$ cat config.mk
export PLATFORM = sky130hd
export DESIGN_NAME = lpmc_top
export DESIGN_NICKNAME = d
export VERILOG_FILES = /design/src/lpmc_pkg.sv /design/src/lpmc_top.sv
export SDC_FILE = /design/constraint.sdc
export NUM_CORES = 1
export LEC_CHECK = 0
export BUFFER_PORTS_ARGS = -buffer_cell sky130_fd_sc_hd__buf_2
export CORE_AREA = 3 3 102 104
export CTS_BUF_LIST = sky130_fd_sc_hd__clkbuf_4 sky130_fd_sc_hd__clkbuf_8 sky130_fd_sc_hd__clkbuf_16
export DETAILED_ROUTE_END_ITERATION = 7
export DIE_AREA = 0 0 105 107
export GPL_TIMING_DRIVEN = 0
export SETUP_SLACK_MARGIN = 0.02
export SLEW_MARGIN = 15
export SYNTH_ARGS = -nofsm -noshare
export SYNTH_HDL_FRONTEND = slang
export SYNTH_SLANG_ARGS = --single-unit
$ cat constraint.sdc
create_clock -name pclk -period 6.71 [get_ports pclk]
set_input_delay 1.0065 -clock pclk [delete_from_list [all_inputs] [get_ports pclk]]
set_output_delay 1.0065 -clock pclk [all_outputs]
set_load 0.02 [all_outputs]
$ cat src/lpmc_pkg.sv
// Operation
// idle gates cpu clock, peripherals keep running
// idle only after key then request
// broken idle sequence clears key or bit
// interrupt wakes idle, clears key and bit
// reset in sleep restarts core, clears registers
// pin, watchdog, low-voltage resets wake sleep
// sleep entry keeps all cpu state
// power-down stops all clocks but watchdog; code stops the watchdog too unless the R20 option is set
// power-down only after key then request
// broken power-down sequence clears key or bit
// both bits set selects power-down, clears both
// external interrupt wakes power-down after warm-up
// software adds three no-ops after request
// power control holds request bits 1:0
// power control holds flag bits, reset zero
// suspend key is 8-bit, resets zero
// power warm-up precedes oscillator warm-up
// oscillator warm-up after resets and power-down; code skips it after a watchdog reset outside power-down unless one is still pending
// warm-up lengths per cause
// option keeps watchdog running in power-down
// internal interrupts cannot wake power-down
package lpmc_pkg;

    localparam int unsigned CLK_HZ       = 50_000_000;
    localparam int unsigned PWR_WARM_MS  = 11;
    localparam int unsigned PWR_WARM_CYC = (CLK_HZ / 1000) * PWR_WARM_MS;
    localparam int unsigned WDT_WARM_CYC = 1000;
    localparam int unsigned IRQ_WARM_CYC = 64;
    localparam int unsigned OSC_WARM_CYC = 8192;
    localparam int unsigned ENTRY_NOPS   = 3;
    localparam int unsigned CNT_W        = 20;
    localparam int unsigned AW           = 12;

    localparam logic [7:0]    IDX_POWER_CONTROL  = 8'h87;
    localparam logic [7:0]    IDX_KEY   = 8'h8e;
    localparam logic [7:0]    IDX_CFG   = 8'h90;
    localparam logic [7:0]    IDX_STAT  = 8'h91;
    localparam logic [AW-1:0] ADDR_POWER_CONTROL = {2'h0, IDX_POWER_CONTROL, 2'h0};
    localparam logic [AW-1:0] ADDR_KEY  = {2'h0, IDX_KEY, 2'h0};
    localparam logic [AW-1:0] ADDR_CFG  = {2'h0, IDX_CFG, 2'h0};
    localparam logic [AW-1:0] ADDR_STAT = {2'h0, IDX_STAT, 2'h0};

    localparam int unsigned PC_IDLE   = 0;
    localparam int unsigned PC_PD     = 1;
    localparam logic [7:0]  PC_WMASK  = 8'hcf;
    localparam logic [7:0]  POWER_CONTROL_RST  = 8'h00;
    localparam logic [7:0]  KEY_RST   = 8'h00;
    localparam logic [7:0]  KEY_VALUE = 8'h55;
    localparam logic [2:0]  CFG_RST   = 3'h0;

    localparam int unsigned CFG_WDT_EN    = 0;
    localparam int unsigned CFG_WDT_SLEEP = 1;
    localparam int unsigned CFG_LVR_EN    = 2;

    localparam logic [15:0] RESTART_ADDR = 16'h0000;

    typedef enum logic [2:0] {
        S_WARM, S_RUN, S_ENTER, S_IDLE, S_PDOWN
    } lpmc_state_t;

    typedef struct packed {
        logic          psel;
        logic          penable;
        logic          pwrite;
        logic [AW-1:0] paddr;
        logic [31:0]   pwdata;
    } lpmc_apb_req_t;

    typedef struct packed {
        logic        pready;
        logic        pslverr;
        logic [31:0] prdata;
    } lpmc_apb_rsp_t;

    typedef struct packed {
        logic [2:0] ext_irq;
        logic       rst_pin;
        logic       wdt_rst;
        logic       lvr_rst;
    } lpmc_pins_t;

    typedef struct packed {
        logic cpu_clk_en;
        logic periph_clk_en;
        logic osc_en;
        logic wdt_run;
        logic core_rst;
        logic irq_resume;
    } lpmc_ctl_t;

endpackage

$ cat src/lpmc_top.sv
`timescale 1ns/1ps
module lpmc_top #(
    parameter int unsigned PWR_WARM_CYC_P = lpmc_pkg::PWR_WARM_CYC,
    parameter int unsigned OSC_WARM_CYC_P = lpmc_pkg::OSC_WARM_CYC
) (
    input  wire logic                    pclk,
    input  wire logic                    presetn,
    input  wire lpmc_pkg::lpmc_apb_req_t apb_req,
    output      lpmc_pkg::lpmc_apb_rsp_t apb_rsp,
    input  wire lpmc_pkg::lpmc_pins_t    pins,
    input  wire logic                    periph_irq,
    input  wire logic                    insn_step,
    output      lpmc_pkg::lpmc_ctl_t     ctl,
    output      logic [15:0]             restart_addr
);
    import lpmc_pkg::*;

    localparam logic [CNT_W-1:0] PWR_N = CNT_W'(PWR_WARM_CYC_P);
    localparam logic [CNT_W-1:0] OSC_N = CNT_W'(OSC_WARM_CYC_P);
    localparam logic [CNT_W-1:0] WDT_N = CNT_W'(WDT_WARM_CYC);
    localparam logic [CNT_W-1:0] IRQ_N = CNT_W'(IRQ_WARM_CYC);
    localparam logic [CNT_W-1:0] NOP_N = CNT_W'(ENTRY_NOPS);

    lpmc_state_t      state_r;
    lpmc_state_t      state_nxt;
    logic [CNT_W-1:0] cnt_r;
    logic [CNT_W-1:0] cnt_nxt;
    logic             osc_pend_r;
    logic             osc_pend_nxt;
    logic             from_rst_r;
    logic             from_rst_nxt;
    logic [7:0]       power_control_r;
    logic [7:0]       key_r;
    logic [2:0]       cfg_r;
    logic             key_armed_r;
    logic             clr_key_r;
    logic             clr_req_r;
    lpmc_apb_rsp_t    rsp_r;
    lpmc_ctl_t        ctl_r;
    logic [5:0]       sync1_r;
    logic [5:0]       sync2_r;
    logic [15:0]      restart_addr_r;

    assign apb_rsp      = rsp_r;
    assign ctl          = ctl_r;
    assign restart_addr = restart_addr_r;

    // restart vector held in a flop so the port is registered
    always_ff @(posedge pclk or negedge presetn) begin
        if (!presetn) begin
            restart_addr_r <= RESTART_ADDR;
        end else begin
            restart_addr_r <= RESTART_ADDR;
        end
    end

    // pin inputs pass two flip-flops
    always_ff @(posedge pclk or negedge presetn) begin
        if (!presetn) begin
            sync1_r <= 6'h00;
            sync2_r <= 6'h00;
        end else begin
            sync1_r <= pins;
            sync2_r <= sync1_r;
        end
    end

    logic [2:0] ext_s;
    logic       pin_s;
    logic       wdt_s;
    logic       lvr_s;
    assign ext_s = sync2_r[5:3];
    assign pin_s = sync2_r[2];
    assign wdt_s = sync2_r[1];
    assign lvr_s = sync2_r[0];

    logic ext_any;
    logic irq_any;
    logic wdt_evt;
    logic lvr_evt;
    logic rst_evt;
    assign ext_any = |ext_s;
    assign irq_any = ext_any | periph_irq;
    assign wdt_evt = wdt_s && cfg_r[CFG_WDT_EN]
                     && (state_r != S_PDOWN || cfg_r[CFG_WDT_SLEEP]);
    assign lvr_evt = lvr_s && cfg_r[CFG_LVR_EN];
    assign rst_evt = pin_s || wdt_evt || lvr_evt;

    // apb decode: access phase is the cycle after setup
    logic setup;
    logic acc;
    logic wr;
    logic hit_power_control;
    logic hit_key;
    logic hit_cfg;
    logic hit_stat;
    logic wr_power_control;
    logic wr_key;
    assign setup    = apb_req.psel && !apb_req.penable;
    assign acc      = apb_req.psel && apb_req.penable && rsp_r.pready;
    assign wr       = acc && apb_req.pwrite && !ctl_r.core_rst;
    assign hit_power_control = apb_req.paddr == ADDR_POWER_CONTROL;
    assign hit_key  = apb_req.paddr == ADDR_KEY;
    assign hit_cfg  = apb_req.paddr == ADDR_CFG;
    assign hit_stat = apb_req.paddr == ADDR_STAT;
    assign wr_power_control  = wr && hit_power_control;
    assign wr_key   = wr && hit_key;

    // instruction boundary: a completed bus write or a core step
    logic step;
    logic req_set;
    logic enter_ok;
    logic bad_step;
    assign step     = insn_step || (acc && apb_req.pwrite);
    assign req_set  = wr_power_control && (apb_req.pwdata[PC_PD] || apb_req.pwdata[PC_IDLE]);
    assign enter_ok = key_armed_r && req_set && state_r == S_RUN;
    assign bad_step = key_armed_r && step && !enter_ok;

    logic [7:0] stat_v;
    assign stat_v = {2'h0, ctl_r.core_rst, ctl_r.wdt_run, key_armed_r,
                     state_r == S_WARM, state_r == S_PDOWN, state_r == S_IDLE};

    logic [31:0] rdata;
    always_comb begin
        rdata = 32'h0000_0000;
        if (hit_power_control) begin
            rdata[7:0] = power_control_r;
        end else if (hit_key) begin
            rdata[7:0] = key_r;
        end else if (hit_cfg) begin
            rdata[2:0] = cfg_r;
        end else if (hit_stat) begin
            rdata[7:0] = stat_v;
        end
    end

    always_ff @(posedge pclk or negedge presetn) begin
        if (!presetn) begin
            rsp_r <= '0;
        end else begin
            rsp_r.pready  <= setup;
            rsp_r.pslverr <= setup && !(hit_power_control || hit_key || hit_cfg || hit_stat);
            rsp_r.prdata  <= setup ? rdata : 32'h0000_0000;
        end
    end

    // sequence tracker: the key write must be the last step before the request
    always_ff @(posedge pclk or negedge presetn) begin
        if (!presetn) begin
            key_armed_r <= 1'b0;
            clr_key_r   <= 1'b0;
            clr_req_r   <= 1'b0;
        end else begin
            if (rst_evt || ctl_r.core_rst) begin
                key_armed_r <= 1'b0;
            end else if (wr_key) begin
                key_armed_r <= apb_req.pwdata[7:0] == KEY_VALUE;
            end else if (step) begin
                key_armed_r <= 1'b0;
            end
            clr_key_r <= bad_step;
            clr_req_r <= req_set && !enter_ok;
        end
    end

    logic wake_done;
    assign wake_done = state_r == S_WARM && cnt_r == 1 && !osc_pend_r && !from_rst_r;

    // suspend key register
    always_ff @(posedge pclk or negedge presetn) begin
        if (!presetn) begin
            key_r <= KEY_RST;
        end else if (rst_evt) begin
            key_r <= KEY_RST;
        end else if (wake_done) begin
            key_r <= KEY_RST;
        end else if (wr_key) begin
            key_r <= apb_req.pwdata[7:0];
        end else if (clr_key_r) begin
            key_r <= KEY_RST;
        end
    end

    // power control register
    always_ff @(posedge pclk or negedge presetn) begin
        if (!presetn) begin
            power_control_r <= POWER_CONTROL_RST;
        end else if (rst_evt) begin
            power_control_r <= POWER_CONTROL_RST;
        end else if (wake_done) begin
            power_control_r[PC_PD]   <= 1'b0;
            power_control_r[PC_IDLE] <= 1'b0;
        end else if (wr_power_control) begin
            power_control_r <= apb_req.pwdata[7:0] & PC_WMASK;
        end else if (clr_req_r) begin
            power_control_r[PC_PD]   <= 1'b0;
            power_control_r[PC_IDLE] <= 1'b0;
        end
    end

    // option bits, cleared only by power-on
    always_ff @(posedge pclk or negedge presetn) begin
        if (!presetn) begin
            cfg_r <= CFG_RST;
        end else if (wr && hit_cfg) begin
            cfg_r <= apb_req.pwdata[2:0];
        end
    end

    // sequencer
    always_comb begin
        state_nxt    = state_r;
        cnt_nxt      = cnt_r - 1'b1;
        osc_pend_nxt = osc_pend_r;
        from_rst_nxt = from_rst_r;
        case (state_r)
            S_WARM: begin
                if (cnt_r == 1) begin
                    if (osc_pend_r) begin
                        cnt_nxt      = OSC_N;
                        osc_pend_nxt = 1'b0;
                    end else begin
                        state_nxt    = S_RUN;
                        from_rst_nxt = 1'b0;
                    end
                end
            end
            S_RUN: begin
                if (enter_ok) begin
                    state_nxt = S_ENTER;
                    cnt_nxt   = NOP_N;
                end
            end
            S_ENTER: begin
                if (cnt_r == 1) begin
                    if (power_control_r[PC_PD]) begin
                        state_nxt = S_PDOWN;
                    end else begin
                        state_nxt = S_IDLE;
                    end
                end
            end
            S_IDLE: begin
                if (irq_any) begin
                    state_nxt    = S_WARM;
                    cnt_nxt      = IRQ_N;
                    osc_pend_nxt = 1'b0;
                end
            end
            S_PDOWN: begin
                if (ext_any) begin
                    state_nxt    = S_WARM;
                    cnt_nxt      = IRQ_N;
                    osc_pend_nxt = 1'b1;
                end
            end
            default: begin
                state_nxt = S_WARM;
                cnt_nxt   = PWR_N;
            end
        endcase
        if (rst_evt) begin
            state_nxt    = S_WARM;
            from_rst_nxt = 1'b1;
            if (pin_s || lvr_evt) begin
                cnt_nxt      = PWR_N;
                osc_pend_nxt = 1'b1;
            end else begin
                cnt_nxt      = WDT_N;
                // a held level must not forget that it was taken in power-down
                osc_pend_nxt = state_r == S_PDOWN
                               || (state_r == S_WARM && osc_pend_r);
            end
        end
    end

    // power-on starts with the power warm-up, then the oscillator
    always_ff @(posedge pclk or negedge presetn) begin
        if (!presetn) begin
            state_r    <= S_WARM;
            cnt_r      <= PWR_N;
            osc_pend_r <= 1'b1;
            from_rst_r <= 1'b1;
        end else begin
            state_r    <= state_nxt;
            cnt_r      <= cnt_nxt;
            osc_pend_r <= osc_pend_nxt;
            from_rst_r <= from_rst_nxt;
        end
    end

    // clock gates follow the next state so they stand with the state
    always_ff @(posedge pclk or negedge presetn) begin
        if (!presetn) begin
            ctl_r.cpu_clk_en    <= 1'b0;
            ctl_r.periph_clk_en <= 1'b0;
            ctl_r.osc_en        <= 1'b1;
            ctl_r.wdt_run       <= 1'b0;
            ctl_r.core_rst      <= 1'b1;
            ctl_r.irq_resume    <= 1'b0;
        end else begin
            ctl_r.cpu_clk_en    <= state_nxt == S_RUN || state_nxt == S_ENTER;
            ctl_r.periph_clk_en <= state_nxt == S_RUN || state_nxt == S_ENTER
                                   || state_nxt == S_IDLE;
            ctl_r.osc_en        <= state_nxt != S_PDOWN;
            ctl_r.wdt_run       <= cfg_r[CFG_WDT_EN]
                                   && (state_nxt != S_PDOWN || cfg_r[CFG_WDT_SLEEP]);
            // sleep entry never touches core reset, so cpu state stays put
            ctl_r.core_rst      <= state_nxt == S_WARM && from_rst_nxt;
            ctl_r.irq_resume    <= wake_done;
        end
    end
endmodule // lpmc_top

==> metrics.txt <==
max-slew violations 0; Netlist cell types between 60 and 70; # rows 36; Post-Syn Area per Cell roughly 10 um^2; post-CTS setup buffers 0; most instantiated cells after synthesis 62 x dfrtp_1, 41 x buf_4, 36 x nor2_1; initial antenna violation count 0; post-synthesis instance total about 370; ys async rst share between 90% and 100%; Die Y-Extent 107 um; area leader, netlist dfrtp_1; Relative slew margins 58.7%; clock buffer depth 2; Clock Skew 12.3 ps; r2r endpoint key_r[5]$_DFFE_PN0P_; clk sink count 73; max frequency 0.373 GHz; worst path required time 6940 ps; most common cell in the netlist dfrtp_1; Detailed Place HPWL 6700 um; initial DRC count 304; IO buf count 48; Syn-to-layout area delta 21.8%; setup TNS 0 ps; Synth Register Bits 73; I/O Pins 113; reg-to-reg critical path startpoint cnt_r[1]$_DFF_PN0_; post_cts resized 0; htree depth 3; post-route ant nets 0; Starting Density 39.4%; Nets 524; Synth top area share 40.9%; first-pass GRT wire length 14400 um; CTS tree built; largest net degree at the start of global routing 51; vias in the first global route 2833; top cells by area, synth dfrtp_1 41%, buf_4 8.1%, dfstp_2 7.6%, nor2_1 3.6%, nand2_1 2.3%; crit path to ctl[5]$_DFF_PN0_; total grt overflow 0; Min-Delay Path Class flip-flop to flip-flop; CP arrival 2910 ps; DR WL/cell 14.7 um; fraction of layout cells with a size suffix above 1 31.1%; Clk Latency, worst-skew pair 350 ps; Post-DP Area 0.00438 mm^2; Final Util a little under half; Avg Vias per Cell 4.90; Static Leak ~2.2 nW; Place WS 3690 ps; n_diodes 0; hold buffers post-CTS 0; Total Die Area around 0.011 mm^2; Max Cap Violations 0; DR vias 2956; GRT Resource Usage Total 16.2%; Clock transition at path regs around 70 ps; Worst Tran Pin Value 618 ps; # DRC 0; worst setup margin 4030 ps; Crit. End Element flip-flop; crit path from apb_req[33]; run status finished, final reports clean; Initial DRT Pass Iterations 5; r2r worst-path depth 7; r2r setup slk 4200 ps; number of synthesized flops with an enable pin 0; Seq/Total Area, Yosys around half; mapped cell area approximately 0.0038 mm^2; total CTS buffers 9; critical path class input pin to flip-flop; Hold Violations, Final 0; CP startpoint kind input pin; drt total wl 8880 um; min Tclk post-route 2680 ps; pwr/cell area 210 mW/mm^2; synth warn 0; critical path peak fanout 9; Design Area, Final 0.00462 mm^2; Core ar. about 0.0096 mm^2; RSZ-0062 raised after global routing false; final setup vio count 0; period utilization ~40%; clock root buffer clkbuf_8; Main synth FF type dfrtp_1; Die X 105 um; peak supply drop 87.3 uV; RePlAce Congestion 0.852
kinds of logic (layout without fill, tap and decap cells):
| family | after synthesis | after routing | share of synthesized area, % |
|---|---|---|---|
| other cells | 1 | 40 | 0.0988 |
| fa+ha+maj | 2 | 2 | 0.660 |
| flops | 73 | 73 | 48.5 |
| compound gates | 70 | 70 | 13.9 |
| mux | 5 | 5 | 1.55 |
| xor+xnor | 17 | 17 | 3.92 |
| buf+inv | 59 | 124 | 10.4 |
| simple gates | 139 | 139 | 21.0 |
per-layer routing:
layer | track usage [%] | up-vias | wire (um)
li1 | - | 1437 | -
met1 | 21.0 | 1421 | 3900
met2 | 27.3 | 92 | 4410
met3 | 3.19 | 6 | 503
met4 | 5.25 | 0 | 71
met5 | 0 | - | 0
layout by cell type (no fill, tap or decap), types with 3 or more instances in the layout:
cell type / n
a21o_1: 3
a21oi_1: 16
a222oi_1: 4
a22oi_1: 11
a31oi_1: 3
and4_1: 3
buf_2: 49
buf_4: 42
bufinv_16: 3
clkbuf_1: 6
clkbuf_8: 9
conb_1: 40
dfrtp_1: 62
dfstp_2: 11
inv_1: 7
mux2_2: 3
nand2_1: 23
nand2b_1: 4
nand3_1: 9
nand3b_1: 5
nand4_1: 5
nor2_1: 36
nor2b_1: 5
nor3_1: 11
nor4_1: 5
nor4b_1: 3
o21ai_0: 5
o21ai_1: 3
o31ai_1: 8
or2_2: 3
or3_1: 3
or4_1: 3
xnor2_1: 8
xor2_1: 9
cell type report:
class                      count  area [um^2]
buffer                        51          363
clock buffer                  11          139
clock inverter                 5          104
fill                         932         5020
inverter                       8         30.0
multi-input combinational    273         1710
sequential                    73         1840
tap                          133          166
timing repair buffer          49          270
report_power, final:
part / total, mW / switching (mW) / leakage, nW / internal, mW
combinational: 0.0972 / 0.0582 / 1.10 / 0.0390
sequential: 0.461 / 0.00874 / 0.948 / 0.452
clock: 0.414 / 0.158 / 0.124 / 0.255
total: 0.972 / 0.225 / 2.17 / 0.746
registers in the layout, indices dropped and copies added (netlist names):
name	cells
cnt_r	20
apb_rsp	10
key_r	8
ctl	6
power_control_r	6
sync1_r	6
sync2_r	6
cfg_r	3
state_r	3
clr_key_r	1
clr_req_r	1
from_rst_r	1
key_armed_r	1
osc_pend_r	1
stage by stage:
stage,hold WS [ps],instances,power (mW)
final,351,603,0.972
after global routing,361,603,1.02
after CTS,354,603,0.981
after detailed placement,336,587,0.565
after global placement,332,586,0.562
after floorplan,331,405,0.533
critical path: stages:
cell     delay [ps]
buf_2           110
nor4_1          410
and4_1          250
buf_4           190
nand4_1         280
a31oi_4         350
mux2_4          320
how the worst min path moves through the flow:
| stage | startpoint | endpoint | slack, ps | cells past startpoint |
|---|---|---|---|---|
| CTS | sync1_r[5]$_DFF_PN0_ | sync2_r[5]$_DFF_PN0_ | 350 | 0 |
| global placement | sync1_r[1]$_DFF_PN0_ | sync2_r[1]$_DFF_PN0_ | 330 | 0 |
| finish | sync1_r[5]$_DFF_PN0_ | sync2_r[5]$_DFF_PN0_ | 350 | 0 |
| detailed placement | sync1_r[5]$_DFF_PN0_ | sync2_r[5]$_DFF_PN0_ | 340 | 0 |
| floorplan | sync1_r[0]$_DFF_PN0_ | sync2_r[0]$_DFF_PN0_ | 330 | 0 |
| global route | sync1_r[2]$_DFF_PN0_ | sync2_r[2]$_DFF_PN0_ | 360 | 0 |
(Power assumes the default switching activity.)
